$ cat config.mk
export PLATFORM = sky130hd
export DESIGN_NAME = mode_supervisor
export DESIGN_NICKNAME = d
export VERILOG_FILES = /design/src/mode_supervisor_pkg.sv /design/src/mode_supervisor.sv
export SDC_FILE = /design/constraint.sdc
export NUM_CORES = 1
export LEC_CHECK = 0
export ABC_CLOCK_PERIOD_IN_PS = 6000
export BUFFER_PORTS_ARGS = -buffer_cell sky130_fd_sc_hd__buf_2
export CAP_MARGIN = 20
export CORE_MARGIN = 2
export CORE_UTILIZATION = 55
export CTS_CLUSTER_DIAMETER = 100
export DETAILED_ROUTE_END_ITERATION = 7
export PLACE_DENSITY = 0.84
export SLEW_MARGIN = 30
export SYNTH_ARGS = -nofsm -noshare
export SYNTH_HDL_FRONTEND = slang
export SYNTH_SLANG_ARGS = --single-unit
$ cat constraint.sdc
create_clock -name core_clk -period 6 [get_ports core_clk]
set_input_delay 0.3 -clock core_clk [delete_from_list [all_inputs] [get_ports core_clk]]
set_output_delay 0.3 -clock core_clk [all_outputs]
set_load 0.01 [all_outputs]
$ cat src/mode_supervisor_pkg.sv
// Constants and types shared by the controller supervisory block
package mode_supervisor_pkg;

  // Operating modes, Gray coded along stop -> run -> pause
  typedef enum logic [1:0]
  {
    MODE_STOP  = 2'b00,
    MODE_RUN   = 2'b01,
    MODE_PAUSE = 2'b11
  } op_mode_type;

  // Mode key positions
  typedef enum logic [1:0]
  {
    KEY_RUN    = 2'b00,
    KEY_STOP   = 2'b01,
    KEY_REMOTE = 2'b10
  } key_pos_type;

  // Remote commands from the programming tool
  typedef enum logic [1:0]
  {
    REM_NONE  = 2'b00,
    REM_RUN   = 2'b01,
    REM_STOP  = 2'b10,
    REM_PAUSE = 2'b11
  } remote_cmd_type;

  // Special data word indexes
  localparam logic [7:0] IDX_FORCE_GLOBAL    = 8'h00;
  localparam logic [7:0] IDX_FORCE_IN_MASK   = 8'h01;
  localparam logic [7:0] IDX_FORCE_OUT_MASK  = 8'h02;
  localparam logic [7:0] IDX_FORCE_IN_DATA   = 8'h03;
  localparam logic [7:0] IDX_FORCE_OUT_DATA  = 8'h04;
  localparam logic [7:0] IDX_ERR_POINTER     = 8'h05;
  localparam logic [7:0] IDX_SYS_ERR_FLAG    = 8'h06;
  localparam logic [7:0] IDX_HISTORY_BASE    = 8'h40;

  // Error codes
  localparam logic [15:0] ERR_WATCHDOG  = 16'h0001;
  localparam logic [15:0] ERR_SELF_DIAG = 16'h0002;

  // History geometry
  localparam int          HIST_ENTRIES  = 16;
  localparam int          HIST_WORDS    = 4;
  localparam logic [15:0] PTR_RESET     = 16'h0000;
  localparam logic [15:0] WORD_RESET    = 16'h0000;

  // Watchdog period, 200 ms at 40 MHz
  localparam int          CLK_HZ        = 40000000;
  localparam int          WDT_MS        = 200;
  localparam int          WDT_CYCLES    = (CLK_HZ / 1000) * WDT_MS;

  // Error lamp blink half period, 250 ms
  localparam int          BLINK_MS      = 250;
  localparam int          BLINK_CYCLES  = (CLK_HZ / 1000) * BLINK_MS;

endpackage : mode_supervisor_pkg

$ cat src/mode_supervisor.sv
// Mode control, watchdog, forced I/O and error history of the controller
`timescale 1ns/1ps

module mode_supervisor
#(
  parameter int WDT_CYCLES   = mode_supervisor_pkg::WDT_CYCLES,
  parameter int BLINK_CYCLES = mode_supervisor_pkg::BLINK_CYCLES,
  parameter int IO_WIDTH     = 16
)
(
  // Clock and reset
  input  wire logic                 core_clk,
  input  wire logic                 arst_n,
  // Mode requests
  input  wire logic [1:0]           key_position,
  input  wire logic [1:0]           remote_cmd,
  input  wire logic                 stop_instruction,
  // Scan engine handshakes
  input  wire logic                 end_of_scan,
  input  wire logic                 watchdog_restart_instruction,
  input  wire logic                 all_outputs_off_instruction,
  input  wire logic                 immediate_refresh_instruction,
  input  wire logic                 program_valid,
  input  wire logic                 self_diag_error,
  input  wire logic [IO_WIDTH-1:0]  program_outputs,
  // Physical I/O
  input  wire logic [IO_WIDTH-1:0]  phys_inputs,
  output logic      [IO_WIDTH-1:0]  phys_outputs,
  // Real-time clock, BCD
  input  wire logic [15:0]          rtc_year_month,
  input  wire logic [15:0]          rtc_date_hour,
  input  wire logic [15:0]          rtc_minute_second,
  // Special data word port
  input  wire logic                 data_wr,
  input  wire logic [7:0]           data_addr,
  input  wire logic [15:0]          data_wdata,
  input  wire logic                 force_clear,
  output logic      [15:0]          data_rdata,
  // Status to scan engine and lamps
  output logic      [1:0]           op_mode,
  output logic                      program_enable,
  output logic                      data_init,
  output logic      [IO_WIDTH-1:0]  input_image,
  output logic                      run_lamp,
  output logic                      error_lamp
);

  localparam int CW = $clog2(WDT_CYCLES + 1);
  localparam int BW = $clog2(BLINK_CYCLES + 1);

  mode_supervisor_pkg::op_mode_type mode_reg;
  mode_supervisor_pkg::op_mode_type mode_next;
  logic                  halted_reg;
  logic                  wdt_fault_reg;
  logic [CW-1:0]         wdt_count_reg;
  logic [BW-1:0]         blink_count_reg;
  logic                  blink_reg;
  logic                  force_global_enable;
  logic [15:0]           force_input_enable_mask;
  logic [15:0]           force_output_enable_mask;
  logic [15:0]           force_input_data;
  logic [15:0]           force_output_data;
  logic [15:0]           error_history_pointer;
  logic [15:0]           system_error_flag_word;
  logic [IO_WIDTH-1:0]   output_image_reg;
  logic [15:0]           history_mem [0:63];
  logic                  wdt_expire;
  logic                  error_event;
  logic [15:0]           error_code;
  logic                  first_scan_reg;
  logic [5:0]            rec_base;

  // Substitute force data where masked; global enable gates it
  function automatic logic [IO_WIDTH-1:0] apply_force(
    input logic                enable,
    input logic [IO_WIDTH-1:0] raw,
    input logic [IO_WIDTH-1:0] mask,
    input logic [IO_WIDTH-1:0] fdata
  );
    apply_force = enable ? ((raw & ~mask) | (fdata & mask)) : raw;
  endfunction : apply_force

  assign wdt_expire  = (mode_reg == mode_supervisor_pkg::MODE_RUN) &&
                       (wdt_count_reg == CW'(WDT_CYCLES)) && !halted_reg;
  assign error_event = (wdt_expire || self_diag_error) && !halted_reg;
  assign error_code  = wdt_expire ? mode_supervisor_pkg::ERR_WATCHDOG
                                  : mode_supervisor_pkg::ERR_SELF_DIAG;

  // Mode selection: key overrides, remote tool only in remote position
  always_comb
  begin
    mode_next = mode_reg;
    case (key_position)
      mode_supervisor_pkg::KEY_RUN:
      begin
        // Run from remote run stays run, no reinitialisation
        mode_next = mode_supervisor_pkg::MODE_RUN;
      end
      mode_supervisor_pkg::KEY_STOP:
      begin
        mode_next = mode_supervisor_pkg::MODE_STOP;
      end
      mode_supervisor_pkg::KEY_REMOTE:
      begin
        case (remote_cmd)
          mode_supervisor_pkg::REM_RUN:
            mode_next = mode_supervisor_pkg::MODE_RUN;
          mode_supervisor_pkg::REM_STOP:
            mode_next = mode_supervisor_pkg::MODE_STOP;
          mode_supervisor_pkg::REM_PAUSE:
            mode_next = mode_supervisor_pkg::MODE_PAUSE;
          default:
            mode_next = mode_reg;
        endcase
      end
      default:
      begin
        mode_next = mode_reg;
      end
    endcase
    if (stop_instruction && mode_reg == mode_supervisor_pkg::MODE_RUN)
    begin
      mode_next = mode_supervisor_pkg::MODE_STOP;
    end
    if (halted_reg || error_event)
    begin
      mode_next = mode_supervisor_pkg::MODE_STOP;
    end
  end

  always_ff @(posedge core_clk or negedge arst_n)
  begin
    if (!arst_n)
    begin
      mode_reg <= mode_supervisor_pkg::MODE_STOP;
    end
    else
    begin
      mode_reg <= mode_next;
    end
  end

  // Halt latch: only a reset recovers from an internal error
  always_ff @(posedge core_clk or negedge arst_n)
  begin
    if (!arst_n)
    begin
      halted_reg    <= 1'b0;
      wdt_fault_reg <= 1'b0;
    end
    else
    begin
      if (error_event)
      begin
        halted_reg <= 1'b1;
      end
      if (wdt_expire)
      begin
        wdt_fault_reg <= 1'b1;
      end
    end
  end

  // Scan watchdog; pause freezes it with the program state
  always_ff @(posedge core_clk or negedge arst_n)
  begin
    if (!arst_n)
    begin
      wdt_count_reg <= '0;
    end
    else if (mode_reg != mode_supervisor_pkg::MODE_RUN || end_of_scan ||
             watchdog_restart_instruction)
    begin
      if (mode_reg != mode_supervisor_pkg::MODE_PAUSE)
      begin
        wdt_count_reg <= '0;
      end
    end
    else if (wdt_count_reg != CW'(WDT_CYCLES))
    begin
      wdt_count_reg <= wdt_count_reg + CW'(1);
    end
  end

  // Program enable and first-scan data init on entry to run from stop
  always_ff @(posedge core_clk or negedge arst_n)
  begin
    if (!arst_n)
    begin
      first_scan_reg <= 1'b0;
      data_init      <= 1'b0;
      program_enable <= 1'b0;
      op_mode        <= mode_supervisor_pkg::MODE_STOP;
    end
    else
    begin
      op_mode   <= mode_next;
      data_init <= 1'b0;
      // Pause to run resumes held state, so no initialisation then
      if (mode_next == mode_supervisor_pkg::MODE_RUN &&
          mode_reg == mode_supervisor_pkg::MODE_STOP)
      begin
        first_scan_reg <= 1'b1;
        data_init      <= 1'b1;
      end
      else if (end_of_scan)
      begin
        first_scan_reg <= 1'b0;
      end
      // Stop and pause run no steps; output refresh continues, input refresh only in stop
      program_enable <= (mode_next == mode_supervisor_pkg::MODE_RUN) &&
                        program_valid && !first_scan_reg;
    end
  end

  // Output image: cleared on stop entry, updated at end of scan
  always_ff @(posedge core_clk or negedge arst_n)
  begin
    if (!arst_n)
    begin
      output_image_reg <= '0;
    end
    else if (mode_next == mode_supervisor_pkg::MODE_STOP &&
             mode_reg != mode_supervisor_pkg::MODE_STOP)
    begin
      output_image_reg <= '0;
    end
    else if (mode_reg == mode_supervisor_pkg::MODE_RUN &&
             (end_of_scan || immediate_refresh_instruction))
    begin
      output_image_reg <= program_outputs;
    end
  end

  // Output refresh every cycle in every mode; image stays unforced
  always_ff @(posedge core_clk or negedge arst_n)
  begin
    if (!arst_n)
    begin
      phys_outputs <= '0;
    end
    else if (all_outputs_off_instruction || wdt_fault_reg)
    begin
      phys_outputs <= '0;
    end
    else
    begin
      phys_outputs <= apply_force(force_global_enable, output_image_reg,
                                  force_output_enable_mask,
                                  force_output_data);
    end
  end

  // Input image: refreshed at scan end or on immediate refresh; pause holds
  always_ff @(posedge core_clk or negedge arst_n)
  begin
    if (!arst_n)
    begin
      input_image <= '0;
    end
    else if (mode_reg != mode_supervisor_pkg::MODE_PAUSE &&
             (end_of_scan || immediate_refresh_instruction ||
              mode_reg == mode_supervisor_pkg::MODE_STOP))
    begin
      input_image <= apply_force(force_global_enable, phys_inputs,
                                 force_input_enable_mask,
                                 force_input_data);
    end
  end

  // Force settings: not touched by mode changes, only by write or clear
  always_ff @(posedge core_clk or negedge arst_n)
  begin
    if (!arst_n)
    begin
      force_global_enable      <= 1'b0;
      force_input_enable_mask  <= mode_supervisor_pkg::WORD_RESET;
      force_output_enable_mask <= mode_supervisor_pkg::WORD_RESET;
      force_input_data         <= mode_supervisor_pkg::WORD_RESET;
      force_output_data        <= mode_supervisor_pkg::WORD_RESET;
    end
    else if (force_clear)
    begin
      force_global_enable      <= 1'b0;
      force_input_enable_mask  <= mode_supervisor_pkg::WORD_RESET;
      force_output_enable_mask <= mode_supervisor_pkg::WORD_RESET;
      force_input_data         <= mode_supervisor_pkg::WORD_RESET;
      force_output_data        <= mode_supervisor_pkg::WORD_RESET;
    end
    else if (data_wr)
    begin
      if (data_addr == mode_supervisor_pkg::IDX_FORCE_GLOBAL)
        force_global_enable <= data_wdata[0];
      else if (data_addr == mode_supervisor_pkg::IDX_FORCE_IN_MASK)
        force_input_enable_mask <= data_wdata;
      else if (data_addr == mode_supervisor_pkg::IDX_FORCE_OUT_MASK)
        force_output_enable_mask <= data_wdata;
      else if (data_addr == mode_supervisor_pkg::IDX_FORCE_IN_DATA)
        force_input_data <= data_wdata;
      else if (data_addr == mode_supervisor_pkg::IDX_FORCE_OUT_DATA)
        force_output_data <= data_wdata;
    end
  end

  // Error flag word and circular history pointer
  assign rec_base = 6'((error_history_pointer ==
                        16'(mode_supervisor_pkg::HIST_ENTRIES) ?
                        16'h0000 : error_history_pointer) << 2);

  always_ff @(posedge core_clk or negedge arst_n)
  begin
    if (!arst_n)
    begin
      system_error_flag_word <= mode_supervisor_pkg::WORD_RESET;
      error_history_pointer  <= mode_supervisor_pkg::PTR_RESET;
    end
    else if (error_event)
    begin
      system_error_flag_word <= error_code;
      error_history_pointer  <= 16'(rec_base[5:2]) + 16'h0001;
    end
  end

  // History records, four words each; 17th overwrites entry one
  always_ff @(posedge core_clk)
  begin
    if (error_event)
    begin
      history_mem[rec_base]        <= rtc_year_month;
      history_mem[rec_base + 6'd1] <= rtc_date_hour;
      history_mem[rec_base + 6'd2] <= rtc_minute_second;
      history_mem[rec_base + 6'd3] <= error_code;
    end
  end

  // Read port
  always_ff @(posedge core_clk or negedge arst_n)
  begin
    if (!arst_n)
    begin
      data_rdata <= 16'h0000;
    end
    else if (data_addr == mode_supervisor_pkg::IDX_FORCE_GLOBAL)
      data_rdata <= {15'h0000, force_global_enable};
    else if (data_addr == mode_supervisor_pkg::IDX_FORCE_IN_MASK)
      data_rdata <= force_input_enable_mask;
    else if (data_addr == mode_supervisor_pkg::IDX_FORCE_OUT_MASK)
      data_rdata <= force_output_enable_mask;
    else if (data_addr == mode_supervisor_pkg::IDX_FORCE_IN_DATA)
      data_rdata <= force_input_data;
    else if (data_addr == mode_supervisor_pkg::IDX_FORCE_OUT_DATA)
      data_rdata <= force_output_data;
    else if (data_addr == mode_supervisor_pkg::IDX_ERR_POINTER)
      data_rdata <= error_history_pointer;
    else if (data_addr == mode_supervisor_pkg::IDX_SYS_ERR_FLAG)
      data_rdata <= system_error_flag_word;
    else if (data_addr >= mode_supervisor_pkg::IDX_HISTORY_BASE &&
             data_addr < mode_supervisor_pkg::IDX_HISTORY_BASE + 8'h40)
      data_rdata <= history_mem[data_addr[5:0]];
    else
      data_rdata <= 16'h0000;
  end

  // Lamps: run lamp off and error lamp blinking after a watchdog fault
  always_ff @(posedge core_clk or negedge arst_n)
  begin
    if (!arst_n)
    begin
      blink_count_reg <= '0;
      blink_reg       <= 1'b0;
      run_lamp        <= 1'b0;
      error_lamp      <= 1'b0;
    end
    else
    begin
      if (blink_count_reg == BW'(BLINK_CYCLES - 1))
      begin
        blink_count_reg <= '0;
        blink_reg       <= ~blink_reg;
      end
      else
      begin
        blink_count_reg <= blink_count_reg + BW'(1);
      end
      run_lamp   <= (mode_reg == mode_supervisor_pkg::MODE_RUN) &&
                    !halted_reg;
      // Every halt blinks, so the lamp never sits steadily lit
      error_lamp <= halted_reg && blink_reg;
    end
  end

endmodule : mode_supervisor

==> qor.txt <==
root buf cell: clkbuf_16
area delta synth->final: 13.6%
Synth Flop Type: edfxtp_1
Hold Fails Final Rpt: 0
vias in the first global route: 26,000
vias: 26,000
fin crit period: 4.16 ns
htree depth: 3
Synth Register Bits: 993
Crit Path Max Fanout: 26
cell depth of the worst flop-to-flop path: 7
Min-Delay Path Class: in -> reg
Post-Syn Area: 40,200 µm²
critical-path cell list: or4b_4 > nor4_4 > nand3_4 > a21oi_2 > nand3b_1 > nor2_4 > buf_4
number of distinct library cells after synthesis: 77
Layout Skew: 0.0306 ns
critical setup path kind: reg -> reg
Nets: 2,958
Residual DRC: 0
area leader, netlist: edfxtp_1
total number of clock tree sinks: 993
Worst EP arrival: 4.48 ns
drt first pass iters: 6
Setup Buffers After CTS: 0
Post-DRT Antenna Nets: 0
Crit path max-delay family: simple AND/OR/NAND/NOR gates
buffers and inverters on the worst path: 1
Area contributors post-synth: edfxtp_1, dfrtp_1, mux2_2
Routability Congestion: 0.862
Hold EP: op_mode[1]
CTS tree: yes
async set or reset register ratio after synthesis: 0.194
crit end category: flop
CTS resizes: 0
Worst-path clk slew: 0.06 ns
Die Y-Extent: 274 µm
RSZ-0062 raised after global routing: false
Setup violations, final: 0
Peak VDD IR: 228 µV
P per Cell Area: 314 nW/µm²
status: complete, no violations
DPL Wire Length: 60,900 µm
pin count of the biggest net entering global routing: 153
RR Endpoint: history_mem[28][4]
layout cells sized above 1: 0.206
critical path required time: 6.31 ns
Clk Latency, worst-skew pair: 0.66 ns
Die Area: 75,300 µm²
Hold Startpoint: stop_instruction
cell count after synthesis: 2,647
Post-synth EDFFs: 800
Mapped Avg Cell Area: 15.2 µm²
FF-to-FF setup slack: 1.84 ns
worst reg2reg path startpoint: wdt_count_reg[15]
total power: 14.3 mW
Max transition margin: 0.338
Cell Rows: 99
Top-Level Pins: 173
setup ws final: 1.84 ns
Max Slew Vio Count: 0
overall global routing resource usage: 0.280
initial antenna violation count: 6
Max Root-Sink Buffers: 3
Setup Slack @ Placement: 1.87 ns
Synth Warn #: 0
crit share post-route: 0.694
Setup TNS: 0 ns
# fillers: 4,741
Initial Utilization: 0.553
net count after synthesis: 2,770
sequential share of the synthesized area: 0.718
hold depth: 3
Commonest cells post-synth: edfxtp_1, nand2_1, dfrtp_1
Crit path depth: 7
Max Clk Rate: 240 MHz
GRT overflow: 0
Num CTS Buffers: 93
DR WL/cell: 27.5 µm
Core ar.: 72,700 µm²
Critical Path Slowest Stage Cell: nor2_4
P_leak: 15.8 nW
Hold Buf Count CTS: 49
I/O Buffers: 172
max reg flops: 800
Critical Path Start Type: flop
Post-Route WL: 107,000 µm
Worst path max stage delay: 0.80 ns
drt via density: 6.70
top-area cell type share of the netlist area: 0.597
Die X-Extent: 274 µm
Worst Tran Pin Value: 0.994 ns
number of DRC markers in iteration 0: 4,039
first-pass GRT wire length: 158,000 µm
max-cap viol count: 0
worst hold slack: 0.0258 ns
most common cell in the netlist: edfxtp_1
per-layer routing:
layer	vias to the layer above	global-route usage	share of wire
li1	10700	-	-
met1	12800	0.367	0.36
met2	2040	0.444	0.48
met3	398	0.0573	0.11
met4	6	0.146	0.055
met5	-	0	0.00032
layout make-up:
type	count	area, µm²	share of cell area
Antenna cell	1	2.50	0.0000548
Multi-Input combinational cell	1467	10700	0.233
Inverter	11	45.0	0.000986
Clock buffer	125	2590	0.0567
Clock inverter	47	508	0.0111
Tap cell	959	1200	0.0263
Sequential cell	993	28900	0.632
Timing Repair Buffer	269	1800	0.0395
worst register-to-register path, cell delays in order, from the launching register on:
cell      delay [ns]
dfrtp_1         0.42
or4b_4          0.57
nor4_4          0.37
nand3_4         0.31
a21oi_2         0.43
nand3b_1        0.40
nor2_4          0.80
buf_4           0.50
layout by cell type, fill, tap and decap left out, types with 9 or more instances in the layout:
master         synthesis  final
nor2_1                84     71
clkbuf_8               0     11
dfrtp_1              193    193
a21oi_1              174    174
o21ai_0              133    131
a221o_1               62     62
a311oi_1               9      9
clkinvlp_4             0     10
edfxtp_1             800    800
and3_1                16     16
buf_2                 43    168
clkbuf_1             103     20
nor2_4                 0     12
o31ai_1               15     15
clkinv_2               0     10
mux2_2               162    162
nand2_1              249    249
clkbuf_16              0     95
nand3_1               52     52
o22ai_1               13     13
mux4_2                37     37
a221oi_1              92     92
buf_4                 19     43
nor4_1                10     10
bufinv_16              0      9
clkinv_1               2     16
dlygate4sd3_1          0     49
mux2i_1              102    102
o211ai_1              12     12
a31oi_1               20     19
xor2_1                19     19
nand4_1                9      9
nand2b_1              25     25
xnor2_1               14     14
nor3_1                36     33
through the flow:
stage,cell area [µm²],std cells,utilization
3_5_place_dp,42000,3649,0.578
4_1_cts,45600,3870,0.627
3_3_place_gp,42000,3649,0.578
2_1_floorplan,40200,2647,-
6_report,45700,3872,0.628
5_1_grt,45700,3872,0.628
how the worst max path moves through the flow:
stage,startpoint,endpoint
floorplan,wdt_count_reg[15],history_mem[16][0]
global placement,wdt_count_reg[2],history_mem[60][13]
detailed placement,wdt_count_reg[15],history_mem[61][15]
CTS,wdt_count_reg[15],history_mem[61][7]
global route,wdt_count_reg[15],history_mem[53][6]
finish,wdt_count_reg[15],history_mem[28][4]
power by group:
group | internal [mW] | leakage [nW] | switching, mW
Combinational | 0.268 | 4.65 | 0.549
Clock | 3.43 | 1.48 | 2.54
Sequential | 7.49 | 9.72 | 0.0482
logic make-up (layout without fill, tap and decap cells):
| group | count (synthesis) | after routing | synth area share |
|---|---|---|---|
| flops | 993 | 993 | 0.718 |
| compound gates | 599 | 599 | 0.101 |
| simple gates | 529 | 529 | 0.0609 |
| mux | 301 | 301 | 0.0915 |
| buf+inv | 187 | 452 | 0.0208 |
| xor+xnor | 33 | 33 | 0.00719 |
| fa+ha+maj | 5 | 5 | 0.00149 |
| other cells | 0 | 1 | 0 |
No activity file was read; power rests on OpenSTA's default activity.
